<file path="config.mk">
export PLATFORM = sky130hd
export DESIGN_NAME = rtca_core
export DESIGN_NICKNAME = d
export VERILOG_FILES = /design/src/shared/rtca_pkg.sv /design/src/core/rtca_core.sv
export SDC_FILE = /design/constraint.sdc
export NUM_CORES = 1
export LEC_CHECK = 0
export BUFFER_PORTS_ARGS = -buffer_cell sky130_fd_sc_hd__buf_2
export CAP_MARGIN = 20
export CORE_MARGIN = 2
export CORE_UTILIZATION = 54
export DETAILED_ROUTE_END_ITERATION = 6
export PLACE_DENSITY = 0.8
export SETUP_SLACK_MARGIN = 0.2
export SLEW_MARGIN = 15
export SYNTH_ARGS = -nofsm -noshare
export SYNTH_HDL_FRONTEND = slang
export SYNTH_SLANG_ARGS = --single-unit
</file>
<file path="constraint.sdc">
create_clock -name CLOCK_I -period 3 [get_ports CLOCK_I]
set_input_delay 0.45 -clock CLOCK_I [delete_from_list [all_inputs] [get_ports CLOCK_I]]
set_output_delay 0.45 -clock CLOCK_I [all_outputs]
set_load 0.005 [all_outputs]
</file>
<file path="src/shared/rtca_pkg.sv">
// Constants and carrier types for the timekeeper alarm and indirect access block
package rtca_pkg;

  // Special function register addresses
  localparam logic [7:0] SFR_TIMEKEEPING_CONFIG = 8'ha1;
  localparam logic [7:0] SFR_ALARM_FIELD_ENABLES = 8'ha2;
  localparam logic [7:0] SFR_TIMEKEEPER_POINTER = 8'ha3;
  localparam logic [7:0] SFR_TIMEKEEPER_DATA_WINDOW = 8'ha4;
  localparam logic [7:0] SFR_WRITE_KEY = 8'hc1;
  localparam logic [7:0] SFR_NOMINAL_TRIM = 8'hf6;
  localparam logic [7:0] SFR_THERMAL_TRIM = 8'hf7;

  // Key value that opens one protected write
  localparam logic [7:0] WRITE_KEY_VALUE = 8'hea;

  // Field positions
  localparam int ALARM_FLAG_BIT = 6;
  localparam int ACCESS_DIRECTION_BIT = 7;
  localparam int POINTER_ADDR_MSB = 4;
  localparam int NUM_ALARM_FIELDS = 5;
  localparam logic [7:0] ALARM_ENABLES_MASK = 8'h1f;
  localparam logic [7:0] POINTER_MASK = 8'h9f;

  // Indirect addresses of the counters
  localparam logic [4:0] IND_SECOND = 5'h02;
  localparam logic [4:0] IND_MINUTE = 5'h03;
  localparam logic [4:0] IND_HOUR = 5'h04;
  localparam logic [4:0] IND_WEEKDAY = 5'h05;
  localparam logic [4:0] IND_DATE = 5'h06;

  // Indirect addresses of the alarm values; enable bit n pairs with IND_SECOND_ALARM + n
  localparam logic [4:0] IND_SECOND_ALARM = 5'h0a;
  localparam logic [4:0] IND_MINUTE_ALARM = 5'h0b;
  localparam logic [4:0] IND_HOUR_ALARM = 5'h0c;
  localparam logic [4:0] IND_WEEKDAY_ALARM = 5'h0d;
  localparam logic [4:0] IND_DATE_ALARM = 5'h0e;

  // Reset values
  localparam logic [7:0] RESET_BYTE = 8'h00;
  localparam logic [4:0] RESET_ENABLES = 5'h00;

  // Special function bus request from the processor core
  typedef struct packed {
    logic [7:0] addr;
    logic [7:0] wdata;
    logic wr;
    logic rd;
  } rtca_sfr_req_t;

  // Live counter values from the timekeeping counters
  typedef struct packed {
    logic [7:0] date;
    logic [7:0] weekday;
    logic [7:0] hour;
    logic [7:0] minute;
    logic [7:0] second;
  } rtca_counters_t;

  // Indirect write toward the timekeeping counters
  typedef struct packed {
    logic [4:0] addr;
    logic [7:0] data;
    logic wr;
  } rtca_ind_wr_t;

endpackage

</file>
<file path="src/core/rtca_core.sv">
// Timekeeper alarm match, indirect pointer/data access and trim holding registers
//
// Overview of operation
// - Date alarm compared with date counter when enabled
// - Weekday alarm compared with weekday counter when enabled
// - Hour alarm compared with hour counter when enabled
// - Minute alarm compared with minute counter when enabled
// - Second alarm compared with second counter when enabled
// - Flag sets only when all enabled fields match
// - Flag with interrupt enable raises clock interrupt
// - Direction zero copies selected register into window
// - Direction one writes window into selected register
// - Key 0xEA just before window write permits writing
// - Pointer bits 4:0 select target; 6:5 reserved
// - Eight-bit data window, reset to zero
// - Nominal trim register holds value, drives clock
// - Thermal trim register holds temperature compensation
// - Both trim registers clear on every reset
// - Alarm flag holds until software clears it
module rtca_core
  import rtca_pkg::*;
(
  // Clock and reset
  input wire logic CLOCK_I,
  input wire logic RST_N_I,
  // Special function bus
  input wire rtca_sfr_req_t SFR_REQ_I,
  output logic [7:0] SFR_RDATA_O,
  // Timekeeping counters
  input wire rtca_counters_t COUNTERS_I,
  input wire logic [7:0] IND_RDATA_I,
  output logic [4:0] IND_RADDR_O,
  output rtca_ind_wr_t IND_WR_O,
  // Thermal trim loading from the calibration logic
  input wire logic THERMAL_TRIM_LOAD_I,
  input wire logic [7:0] THERMAL_TRIM_I,
  // Interrupt
  input wire logic CLOCK_IRQ_ENABLE_I,
  output logic CLOCK_IRQ_O,
  // Trim values applied to the clock
  output logic [7:0] NOMINAL_TRIM_O,
  output logic [7:0] THERMAL_TRIM_O
);

  logic [4:0] alarm_field_enables_r;
  logic [7:0] alarm_value_r [NUM_ALARM_FIELDS];
  logic [7:0] counter_value [NUM_ALARM_FIELDS];
  logic [NUM_ALARM_FIELDS-1:0] field_match;
  logic [NUM_ALARM_FIELDS-1:0] field_ok;
  logic match_rise;
  logic clear_flag;
  logic all_match;
  logic all_match_r;
  logic alarm_match_flag_r;

  logic access_direction_r;
  logic [4:0] pointer_addr_r;
  logic [7:0] timekeeper_data_window_r;
  logic key_armed_r;
  logic read_pending_r;
  logic alarm_in_range;
  logic [7:0] window_fetch;
  logic ind_wr_pulse_r;
  logic [4:0] ind_wr_addr_r;
  logic [7:0] ind_wr_data_r;

  logic [7:0] nominal_trim_r;
  logic [7:0] thermal_trim_r;
  logic [7:0] rdata_r;
  logic [7:0] rdata_nxt;

  logic wr_config;
  logic wr_enables;
  logic wr_pointer;
  logic wr_window;
  logic wr_key;
  logic wr_nominal;
  logic protected_write;
  logic [4:0] alarm_index;

  // Write decode; addresses are distinct, so at most one strobe is high
  always_comb begin
    wr_config = 1'b0;
    wr_enables = 1'b0;
    wr_pointer = 1'b0;
    wr_window = 1'b0;
    wr_key = 1'b0;
    wr_nominal = 1'b0;
    if (SFR_REQ_I.wr) begin
      unique case (SFR_REQ_I.addr)
        SFR_TIMEKEEPING_CONFIG: begin
          wr_config = 1'b1;
        end
        SFR_ALARM_FIELD_ENABLES: begin
          wr_enables = 1'b1;
        end
        SFR_TIMEKEEPER_POINTER: begin
          wr_pointer = 1'b1;
        end
        SFR_TIMEKEEPER_DATA_WINDOW: begin
          wr_window = 1'b1;
        end
        SFR_WRITE_KEY: begin
          wr_key = 1'b1;
        end
        SFR_NOMINAL_TRIM: begin
          wr_nominal = 1'b1;
        end
        // Thermal trim is read only; unmapped addresses ignore writes
        default: begin
        end
      endcase
    end
  end

  // Counter values in the same order as the enable bits
  assign counter_value[0] = COUNTERS_I.second;
  assign counter_value[1] = COUNTERS_I.minute;
  assign counter_value[2] = COUNTERS_I.hour;
  assign counter_value[3] = COUNTERS_I.weekday;
  assign counter_value[4] = COUNTERS_I.date;

  // A disabled field always counts as matching
  genvar g;
  generate
    for (g = 0; g < NUM_ALARM_FIELDS; g++) begin : g_field
      assign field_match[g] = (alarm_value_r[g] == counter_value[g]);
      assign field_ok[g] = !alarm_field_enables_r[g] || field_match[g];
    end
  endgenerate

  // With no field enabled the alarm stays silent rather than firing forever
  assign all_match = (&field_ok) && (|alarm_field_enables_r);

  always_ff @(posedge CLOCK_I) begin
    if (!RST_N_I) begin
      alarm_field_enables_r <= RESET_ENABLES;
    end else if (wr_enables) begin
      alarm_field_enables_r <= SFR_REQ_I.wdata[NUM_ALARM_FIELDS-1:0];
    end
  end

  // Field checks per enable bit: 0 second, 1 minute, 2 hour, 3 weekday, 4 date
  always_ff @(posedge CLOCK_I) begin
    if (!RST_N_I) begin
      all_match_r <= 1'b0;
    end else begin
      all_match_r <= all_match;
    end
  end

  assign match_rise = all_match && !all_match_r;

  // Writing a one to the flag position leaves the flag alone
  assign clear_flag = wr_config && !SFR_REQ_I.wdata[ALARM_FLAG_BIT];

  // Set on the rising edge of the match, so a clear sticks while the time
  // still matches; a set in the same cycle as a clear wins
  always_ff @(posedge CLOCK_I) begin
    if (!RST_N_I) begin
      alarm_match_flag_r <= 1'b0;
    end else if (match_rise) begin
      alarm_match_flag_r <= 1'b1;
    end else if (clear_flag) begin
      alarm_match_flag_r <= 1'b0;
    end
  end

  assign CLOCK_IRQ_O = alarm_match_flag_r && CLOCK_IRQ_ENABLE_I;

  // Direction bit of the pointer register
  always_ff @(posedge CLOCK_I) begin
    if (!RST_N_I) begin
      access_direction_r <= 1'b0;
    end else if (wr_pointer) begin
      access_direction_r <= SFR_REQ_I.wdata[ACCESS_DIRECTION_BIT];
    end
  end

  // Address field of the pointer; reserved bits 6:5 are not stored
  always_ff @(posedge CLOCK_I) begin
    if (!RST_N_I) begin
      pointer_addr_r <= 5'h00;
    end else if (wr_pointer) begin
      pointer_addr_r <= SFR_REQ_I.wdata[POINTER_ADDR_MSB:0];
    end
  end

  // The key must be the write directly before the window write; any other
  // bus write in between, or the protected write itself, spends it
  always_ff @(posedge CLOCK_I) begin
    if (!RST_N_I) begin
      key_armed_r <= 1'b0;
    end else if (wr_key) begin
      key_armed_r <= (SFR_REQ_I.wdata == WRITE_KEY_VALUE);
    end else if (SFR_REQ_I.wr) begin
      key_armed_r <= 1'b0;
    end
  end

  assign protected_write = wr_window && access_direction_r && key_armed_r;

  // A pointer write in read direction schedules one fetch in the next cycle
  always_ff @(posedge CLOCK_I) begin
    if (!RST_N_I) begin
      read_pending_r <= 1'b0;
    end else begin
      read_pending_r <= wr_pointer && !SFR_REQ_I.wdata[ACCESS_DIRECTION_BIT];
    end
  end

  assign alarm_index = pointer_addr_r - IND_SECOND_ALARM;
  assign alarm_in_range = (pointer_addr_r >= IND_SECOND_ALARM) &&
                          (pointer_addr_r <= IND_DATE_ALARM);

  // Alarm values answer locally so a read never waits on the counter block
  always_comb begin
    window_fetch = IND_RDATA_I;
    if (alarm_in_range) begin
      window_fetch = alarm_value_r[alarm_index[2:0]];
    end
  end

  // Alarm values live here; other addresses come from the counter block
  always_comb begin
    IND_RADDR_O = pointer_addr_r;
  end

  always_ff @(posedge CLOCK_I) begin
    if (!RST_N_I) begin
      timekeeper_data_window_r <= RESET_BYTE;
    end else if (wr_window) begin
      timekeeper_data_window_r <= SFR_REQ_I.wdata;
    end else if (read_pending_r) begin
      timekeeper_data_window_r <= window_fetch;
    end
  end

  // Alarm value registers take protected writes at their indirect address
  generate
    for (g = 0; g < NUM_ALARM_FIELDS; g++) begin : g_alarm
      always_ff @(posedge CLOCK_I) begin
        if (!RST_N_I) begin
          alarm_value_r[g] <= RESET_BYTE;
        end else if (protected_write &&
                     pointer_addr_r == IND_SECOND_ALARM + 5'(g)) begin
          alarm_value_r[g] <= SFR_REQ_I.wdata;
        end
      end
    end
  endgenerate

  // Write strobe to the counters, one cycle after the window write
  always_ff @(posedge CLOCK_I) begin
    if (!RST_N_I) begin
      ind_wr_pulse_r <= 1'b0;
    end else begin
      ind_wr_pulse_r <= protected_write;
    end
  end

  // Address and data hold until the next protected write
  always_ff @(posedge CLOCK_I) begin
    if (!RST_N_I) begin
      ind_wr_addr_r <= 5'h00;
      ind_wr_data_r <= RESET_BYTE;
    end else if (protected_write) begin
      ind_wr_addr_r <= pointer_addr_r;
      ind_wr_data_r <= SFR_REQ_I.wdata;
    end
  end

  assign IND_WR_O = '{addr: ind_wr_addr_r, data: ind_wr_data_r, wr: ind_wr_pulse_r};

  // Trims: the system reset merges watchdog, pin and power-on sources
  always_ff @(posedge CLOCK_I) begin
    if (!RST_N_I) begin
      nominal_trim_r <= RESET_BYTE;
    end else if (wr_nominal) begin
      nominal_trim_r <= SFR_REQ_I.wdata;
    end
  end

  // Read only to software; loaded by the calibration logic
  always_ff @(posedge CLOCK_I) begin
    if (!RST_N_I) begin
      thermal_trim_r <= RESET_BYTE;
    end else if (THERMAL_TRIM_LOAD_I) begin
      thermal_trim_r <= THERMAL_TRIM_I;
    end
  end

  assign NOMINAL_TRIM_O = nominal_trim_r;
  assign THERMAL_TRIM_O = thermal_trim_r;

  // Read mux; unmapped addresses and the key register read as zero
  always_comb begin
    rdata_nxt = RESET_BYTE;
    unique case (SFR_REQ_I.addr)
      // Interval timer bits live elsewhere and read as zero here
      SFR_TIMEKEEPING_CONFIG: begin
        rdata_nxt[ALARM_FLAG_BIT] = alarm_match_flag_r;
      end
      SFR_ALARM_FIELD_ENABLES: begin
        rdata_nxt = {3'h0, alarm_field_enables_r};
      end
      SFR_TIMEKEEPER_POINTER: begin
        rdata_nxt = {access_direction_r, 2'h0, pointer_addr_r};
      end
      SFR_TIMEKEEPER_DATA_WINDOW: begin
        rdata_nxt = timekeeper_data_window_r;
      end
      SFR_NOMINAL_TRIM: begin
        rdata_nxt = nominal_trim_r;
      end
      SFR_THERMAL_TRIM: begin
        rdata_nxt = thermal_trim_r;
      end
      default: begin
        rdata_nxt = RESET_BYTE;
      end
    endcase
  end

  always_ff @(posedge CLOCK_I) begin
    if (!RST_N_I) begin
      rdata_r <= RESET_BYTE;
    end else if (SFR_REQ_I.rd) begin
      rdata_r <= rdata_nxt;
    end
  end

  assign SFR_RDATA_O = rdata_r;

endmodule

</file>
* Yosys cells after proc, flatten, opt, wreduce, memory -nomap -nowiden
Memories as Yosys holds them, arrays and structs flattened.
Cells that the tools add are included.
Widths: inputs -> output; s select.
** Word-level totals
- Flip-flop bits (word level) :: 61
- Bits in writable memories :: 40
- Logic and storage cells :: 115
- Memories :: 1
** Operators by class
- Add/sub/neg operators :: 1
- Order comparisons :: 2
- Eq/ne operators :: 18
- Mux-type cells :: 43
- Bitwise gates (word level) :: 5
- Reduce and logical (&&, ||, !) cells :: 31
** Memory list
- alarm_value_r :: depth 5, width 8, rd ports 6, clocked after memory_dff 0, wr ports 5, RTL line rtca_core.sv:46 : logic [7:0] alarm_value_r [NUM_ALARM_FIELDS];
** Operators by type and width (number)
- $eq 8x8->1 const B :: 8
- $mux 8 :: 8
- $eq 8x8->1 :: 5
- $mux 1 :: 32
- $pmux 6 s5 :: 1
- $eq 5x4->1 const B :: 5
- $logic_and 1x1->1 :: 13
- $logic_not 1->1 :: 8
- $pmux 1 s4 :: 2
- $reduce_bool 2->1 :: 3
- $ge 5x4->1 const B :: 1
- $le 5x4->1 const B :: 1
- $logic_or 1x1->1 :: 5
- $or 1x1->1 :: 5
- $reduce_and 5->1 :: 1
- $reduce_or 5->1 :: 1
- $sub 3x2->3 const B :: 1

* Logic depth before layout (Yosys ltp)
- Depth in word-level cells :: 10
- Depth in mapped cells :: 9

* Worst setup path after synthesis
OpenSTA, ideal clock, no wires.
- Path type :: input -> register
- Start point :: in SFR_REQ_I[16] (netlist bit)
- End point :: mem alarm_value_r[1][0] (enable)
- Library setup time :: 0.329 ns
- Arrival :: 2.066 ns
- Required time :: 2.671 ns
- Path slack :: 0.605 ns
- Stages on the path :: 7
- Path buffers :: 2
- Path through :: and3b_1 -> nand4_4 -> or2_1 -> buf_6 -> or4_4 -> buf_6 -> nand2_1
** RTL lines
- start, declared :: RTL line rtca_core.sv:27 : input wire rtca_sfr_req_t SFR_REQ_I,
- end, declared :: RTL line rtca_core.sv:46

* Final worst setup path
- Start point :: reg pointer_addr_r[2] (netlist: IND_RADDR_O[2])
- End point :: reg timekeeper_data_window_r[2]
** Between the ends
- Longest elaborated chain between the ends :: 5
** Ends and longest elaborated chain
- start, declared :: RTL line rtca_core.sv:57 : logic [4:0] pointer_addr_r;
- start signal, assigned :: RTL line rtca_core.sv:185 : pointer_addr_r <= SFR_REQ_I.wdata[POINTER_ADDR_MSB:0];
- $sub 3x2->3, or another cell as far along :: RTL line rtca_core.sv:212 : assign alarm_index = pointer_addr_r - IND_SECOND_ALARM;
- $mem_v2 5x8 / $logic_and 1x1->1 (equally long branches)
- $mux 8 * :: RTL line rtca_core.sv:219 : if (alarm_in_range) begin
- $mux 8 * :: RTL line rtca_core.sv:234 : end else if (read_pending_r) begin
- $mux 8 * :: RTL line rtca_core.sv:232 : end else if (wr_window) begin
- end signal, assigned :: RTL line rtca_core.sv:233 : timekeeper_data_window_r <= SFR_REQ_I.wdata;
- end signal, assigned :: RTL line rtca_core.sv:235 : timekeeper_data_window_r <= window_fetch;
- end, declared :: RTL line rtca_core.sv:58 : logic [7:0] timekeeper_data_window_r;
Every way passes the cells marked *; elsewhere a longest branch is shown, timed or not. The select of a mux whose other input is x is not followed.
A chain may end at the register's enable or synchronous reset.

==> flow_summary.ini <==
[logic_synthesis]
synth_edf_count = 40
synth_top_area_share_pct = 24.1
syn-cell-area_sq_mm = 0.00506
ys_ff_latch = 101
synth_ff_type = dfxtp_1
syn_inst = 486
yosys-top-cells-area = dfxtp_1 24%, edfxtp_1 24%, mux2i_1 6.9%, mux2_2 5.8%, xnor2_1 5.5%
ys_async_sr_fraction_pct = 0
yosysTopAreaCell = dfxtp_1
ys_warn_count = 0
yosysUniqueCellTypes = 49
syn_area_per_cell_sq_um = 10.4
seq_area_frac_synth_pct = 47.9
synth_nets = 566

[worst_setup_path]
cp.required_ns = 3.26
cp.arrival_ns = 2.48
cp-end-kind = flip-flop
worstSetupPathType = reg -> reg
startpoint = IND_RADDR_O[2]$_SDFFE_PN0P_
cp_max_fo = 9
timing.rr.start = IND_RADDR_O[2]$_SDFFE_PN0P_
critPathLaunchType = flip-flop
rr_endpoint = timekeeper_data_window_r[2]$_SDFFE_PN0P_
reg2reg_slack_ns = 0.77
reg2regPathDepth = 6

[timing]
clock.fmax_mhz = 449
setup_violations = 0
period_share_pct = 74.2
hold_slack_ns = 0.306
final-max-slew-violation-count = 0
fin_skew_ns = 0.0157
finalHoldViolations = 0
fin_setup_tns_ns = 0
grt_setup_unrepaired = no
relSlewSlack_pct = 55.0
worstMarginPinSlew_ns = 0.675
finalWorstPathRequiredPeriod_ns = 2.23
finalWorstSetupSlack_ns = 0.775

[placed_design]
dp_hpwl_mm = 9.95
portBuffers = 121
place_congestion = 1.06
dp_cells = 692
dpl_worst_slack_ns = 0.551

[min_path]
min_to = THERMAL_TRIM_O[5]$_SDFFE_PN0P_
min-delay-start = THERMAL_TRIM_I[5]
hp-class = in -> reg
hold_depth = 3

[die]
fp.dieW_um = 101
num_rows = 35
core_sq_mm = 0.00915
start_util_pct = 55.3
die_height_um = 101
dieArea_sq_mm = 0.0102
io_pins = 122

[routing]
vias = 4211
postRouteAntennaNets = 0
via_per_inst = 5.95
routed_wl_mm = 13.5
wl_per_cell_um = 19.0
dr.pass1.iters = 7
drcViolationCount = 0
first_iter_violations = 436

[global_route]
grt_overflow = 0
grt_busiest_layer = met2
grt_max_degree = 38
grt_pass1_wl_mm = 20.5
met2_usage_pct = 43.0
grt_pass1_vias = 3957
grt_use_met1_pct = 35.8
grtUsageTotal_pct = 26.7
antenna_found_initial = 0
use_met3_pct = 4.58

[run]
maxCapViolations = 0

[clock_network]
cts_tree = yes
clkTransAtPathRegs_ns = 0.10
clock_tree.buffer_depth = 2
cts-hold-fix-buffers = 0
clock_latency_ns = 0.37
cts_inserted_buffers = 9
htree_levels = 3
cts.sinks = 101
cts_setup_buffers = 0
post_cts_resized = 0
clock-root-buffer = clkbuf_8

[pwr]
leakagePower_nw = 2.49
power.total_mw = 2.46
power.density_mw_per_mm2 = 419
ir_drop_uv = 277

[final_layout]
fillers = 742
final_cells = 708
area_delta_synth_final_pct = 16.2
num_antenna_cells = 0
fin_nets = 672
drive_above_1_share_pct = 30.8

[run_status]
status = complete, no violations
-- metal layers --
metal  share of wire [%]  wire (um)
met5                   0          0
met4                 2.7        370
met3                 9.9       1330
met2                  47       6340
met1                  40       5440
-- how the worst max path moves through the flow --
stage,to,slack [ns],cells after the start
3_3_place_gp,alarm_value_r[3][0]$_SDFFCE_PN0P_,0.59,6
4_1_cts,alarm_value_r[3][1]$_SDFFCE_PN0P_,0.77,4
5_1_grt,alarm_value_r[3][1]$_SDFFCE_PN0P_,0.64,4
2_1_floorplan,alarm_value_r[1][0]$_SDFFCE_PN0P_,0.61,7
3_5_place_dp,alarm_value_r[3][7]$_SDFFCE_PN0P_,0.55,6
6_report,timekeeper_data_window_r[2]$_SDFFE_PN0P_,0.77,6
-- cell usage in the layout, fill, tap and decap left out, drive strengths merged, types with 3 or more instances in the layout --
cell	Yosys	layout
nand2	46	46
nor2	55	55
edfxtp	40	40
mux2i	35	35
a222oi	6	6
mux2	26	26
a211oi	6	6
a21oi	23	23
clkbuf	22	9
o21ai	19	19
dfxtp	61	61
and3	26	26
nor4	4	4
inv	7	8
buf	15	132
or4	4	4
clkinv	0	3
xor2	8	8
nand4	10	10
mux4	8	8
nand3	3	3
clkinvlp	0	3
xnor2	32	32
-- cells by family after synthesis --
| logic type | Yosys count | synth area share (%) |
|---|---|---|
| AOI/OAI and AO/OA | 63 | 7.69 |
| DFF | 101 | 47.9 |
| xor gates and xnor gates | 40 | 6.92 |
| and+or+nand+nor | 167 | 16.8 |
| adders and majority gates | 2 | 0.494 |
| buffers and inverters | 44 | 3.93 |
| muxes | 69 | 16.3 |
-- report_power, final --
part / leakage [nW] / internal, mW / switching [mW] / total (mW)
registers: 0.914 / 1.45 / 0.0237 / 1.47
clock network: 0.0743 / 0.294 / 0.463 / 0.757
logic: 1.51 / 0.109 / 0.124 / 0.233
total: 2.49 / 1.85 / 0.611 / 2.46
-- flip-flops by register name, summed over array words and instances (netlist names), 5 cells and up --
register,count
timekeeper_data_window_r,8
ind_wr_data_r,8
NOMINAL_TRIM_O,8
SFR_RDATA_O,8
alarm_value_r,40
IND_RADDR_O,5
alarm_field_enables_r,5
ind_wr_addr_r,5
THERMAL_TRIM_O,8
-- final cells by class --
cell class	instances	area, sq um	area share (%)
Clock buffer	9	124	2.11
Clock inverter	7	40.0	0.681
Sequential cell	101	2420	41.2
Tap cell	111	139	2.36
Timing Repair Buffer	132	688	11.7
Inverter	7	26.3	0.447
Multi-Input combinational cell	341	2440	41.5
-- critical path, stage by stage (launching register included) --
cell and delay (ns):
dfxtp_1 0.53, inv_1 0.13, ha_1 0.53, mux2_2 0.38, mux2_2 0.27, mux2i_1 0.17, a21oi_1 0.09
-- cells in the mapped netlist (2+ instances only) --
master,count
nand2_1,46
or4_4,2
a22o_1,2
buf_1,5
ha_1,2
a222oi_1,6
or4_1,2
xor2_1,8
buf_2,6
mux2_2,26
mux4_2,8
edfxtp_1,40
xnor2_1,32
nor2_1,55
and3b_1,2
and4b_1,2
buf_6,3
a211oi_1,6
nor2b_1,2
clkbuf_1,22
nand4_1,9
inv_1,7
and3_1,26
o21ai_0,19
nor4_1,3
dfxtp_1,61
mux2i_1,35
a21oi_1,23
nand3_1,3
and2_1,2
nor3_1,2
nand2b_1,2
-- through the flow --
| stage | util [%] | area [sq um] |
|---|---|---|
| after floorplan | - | 5060 |
| after global placement | 62.4 | 5720 |
| after detailed placement | 62.4 | 5720 |
| after CTS | 64.2 | 5880 |
| after global routing | 64.2 | 5880 |
| final | 64.2 | 5880 |
Note: power is estimated with default switching activity, not from simulation.
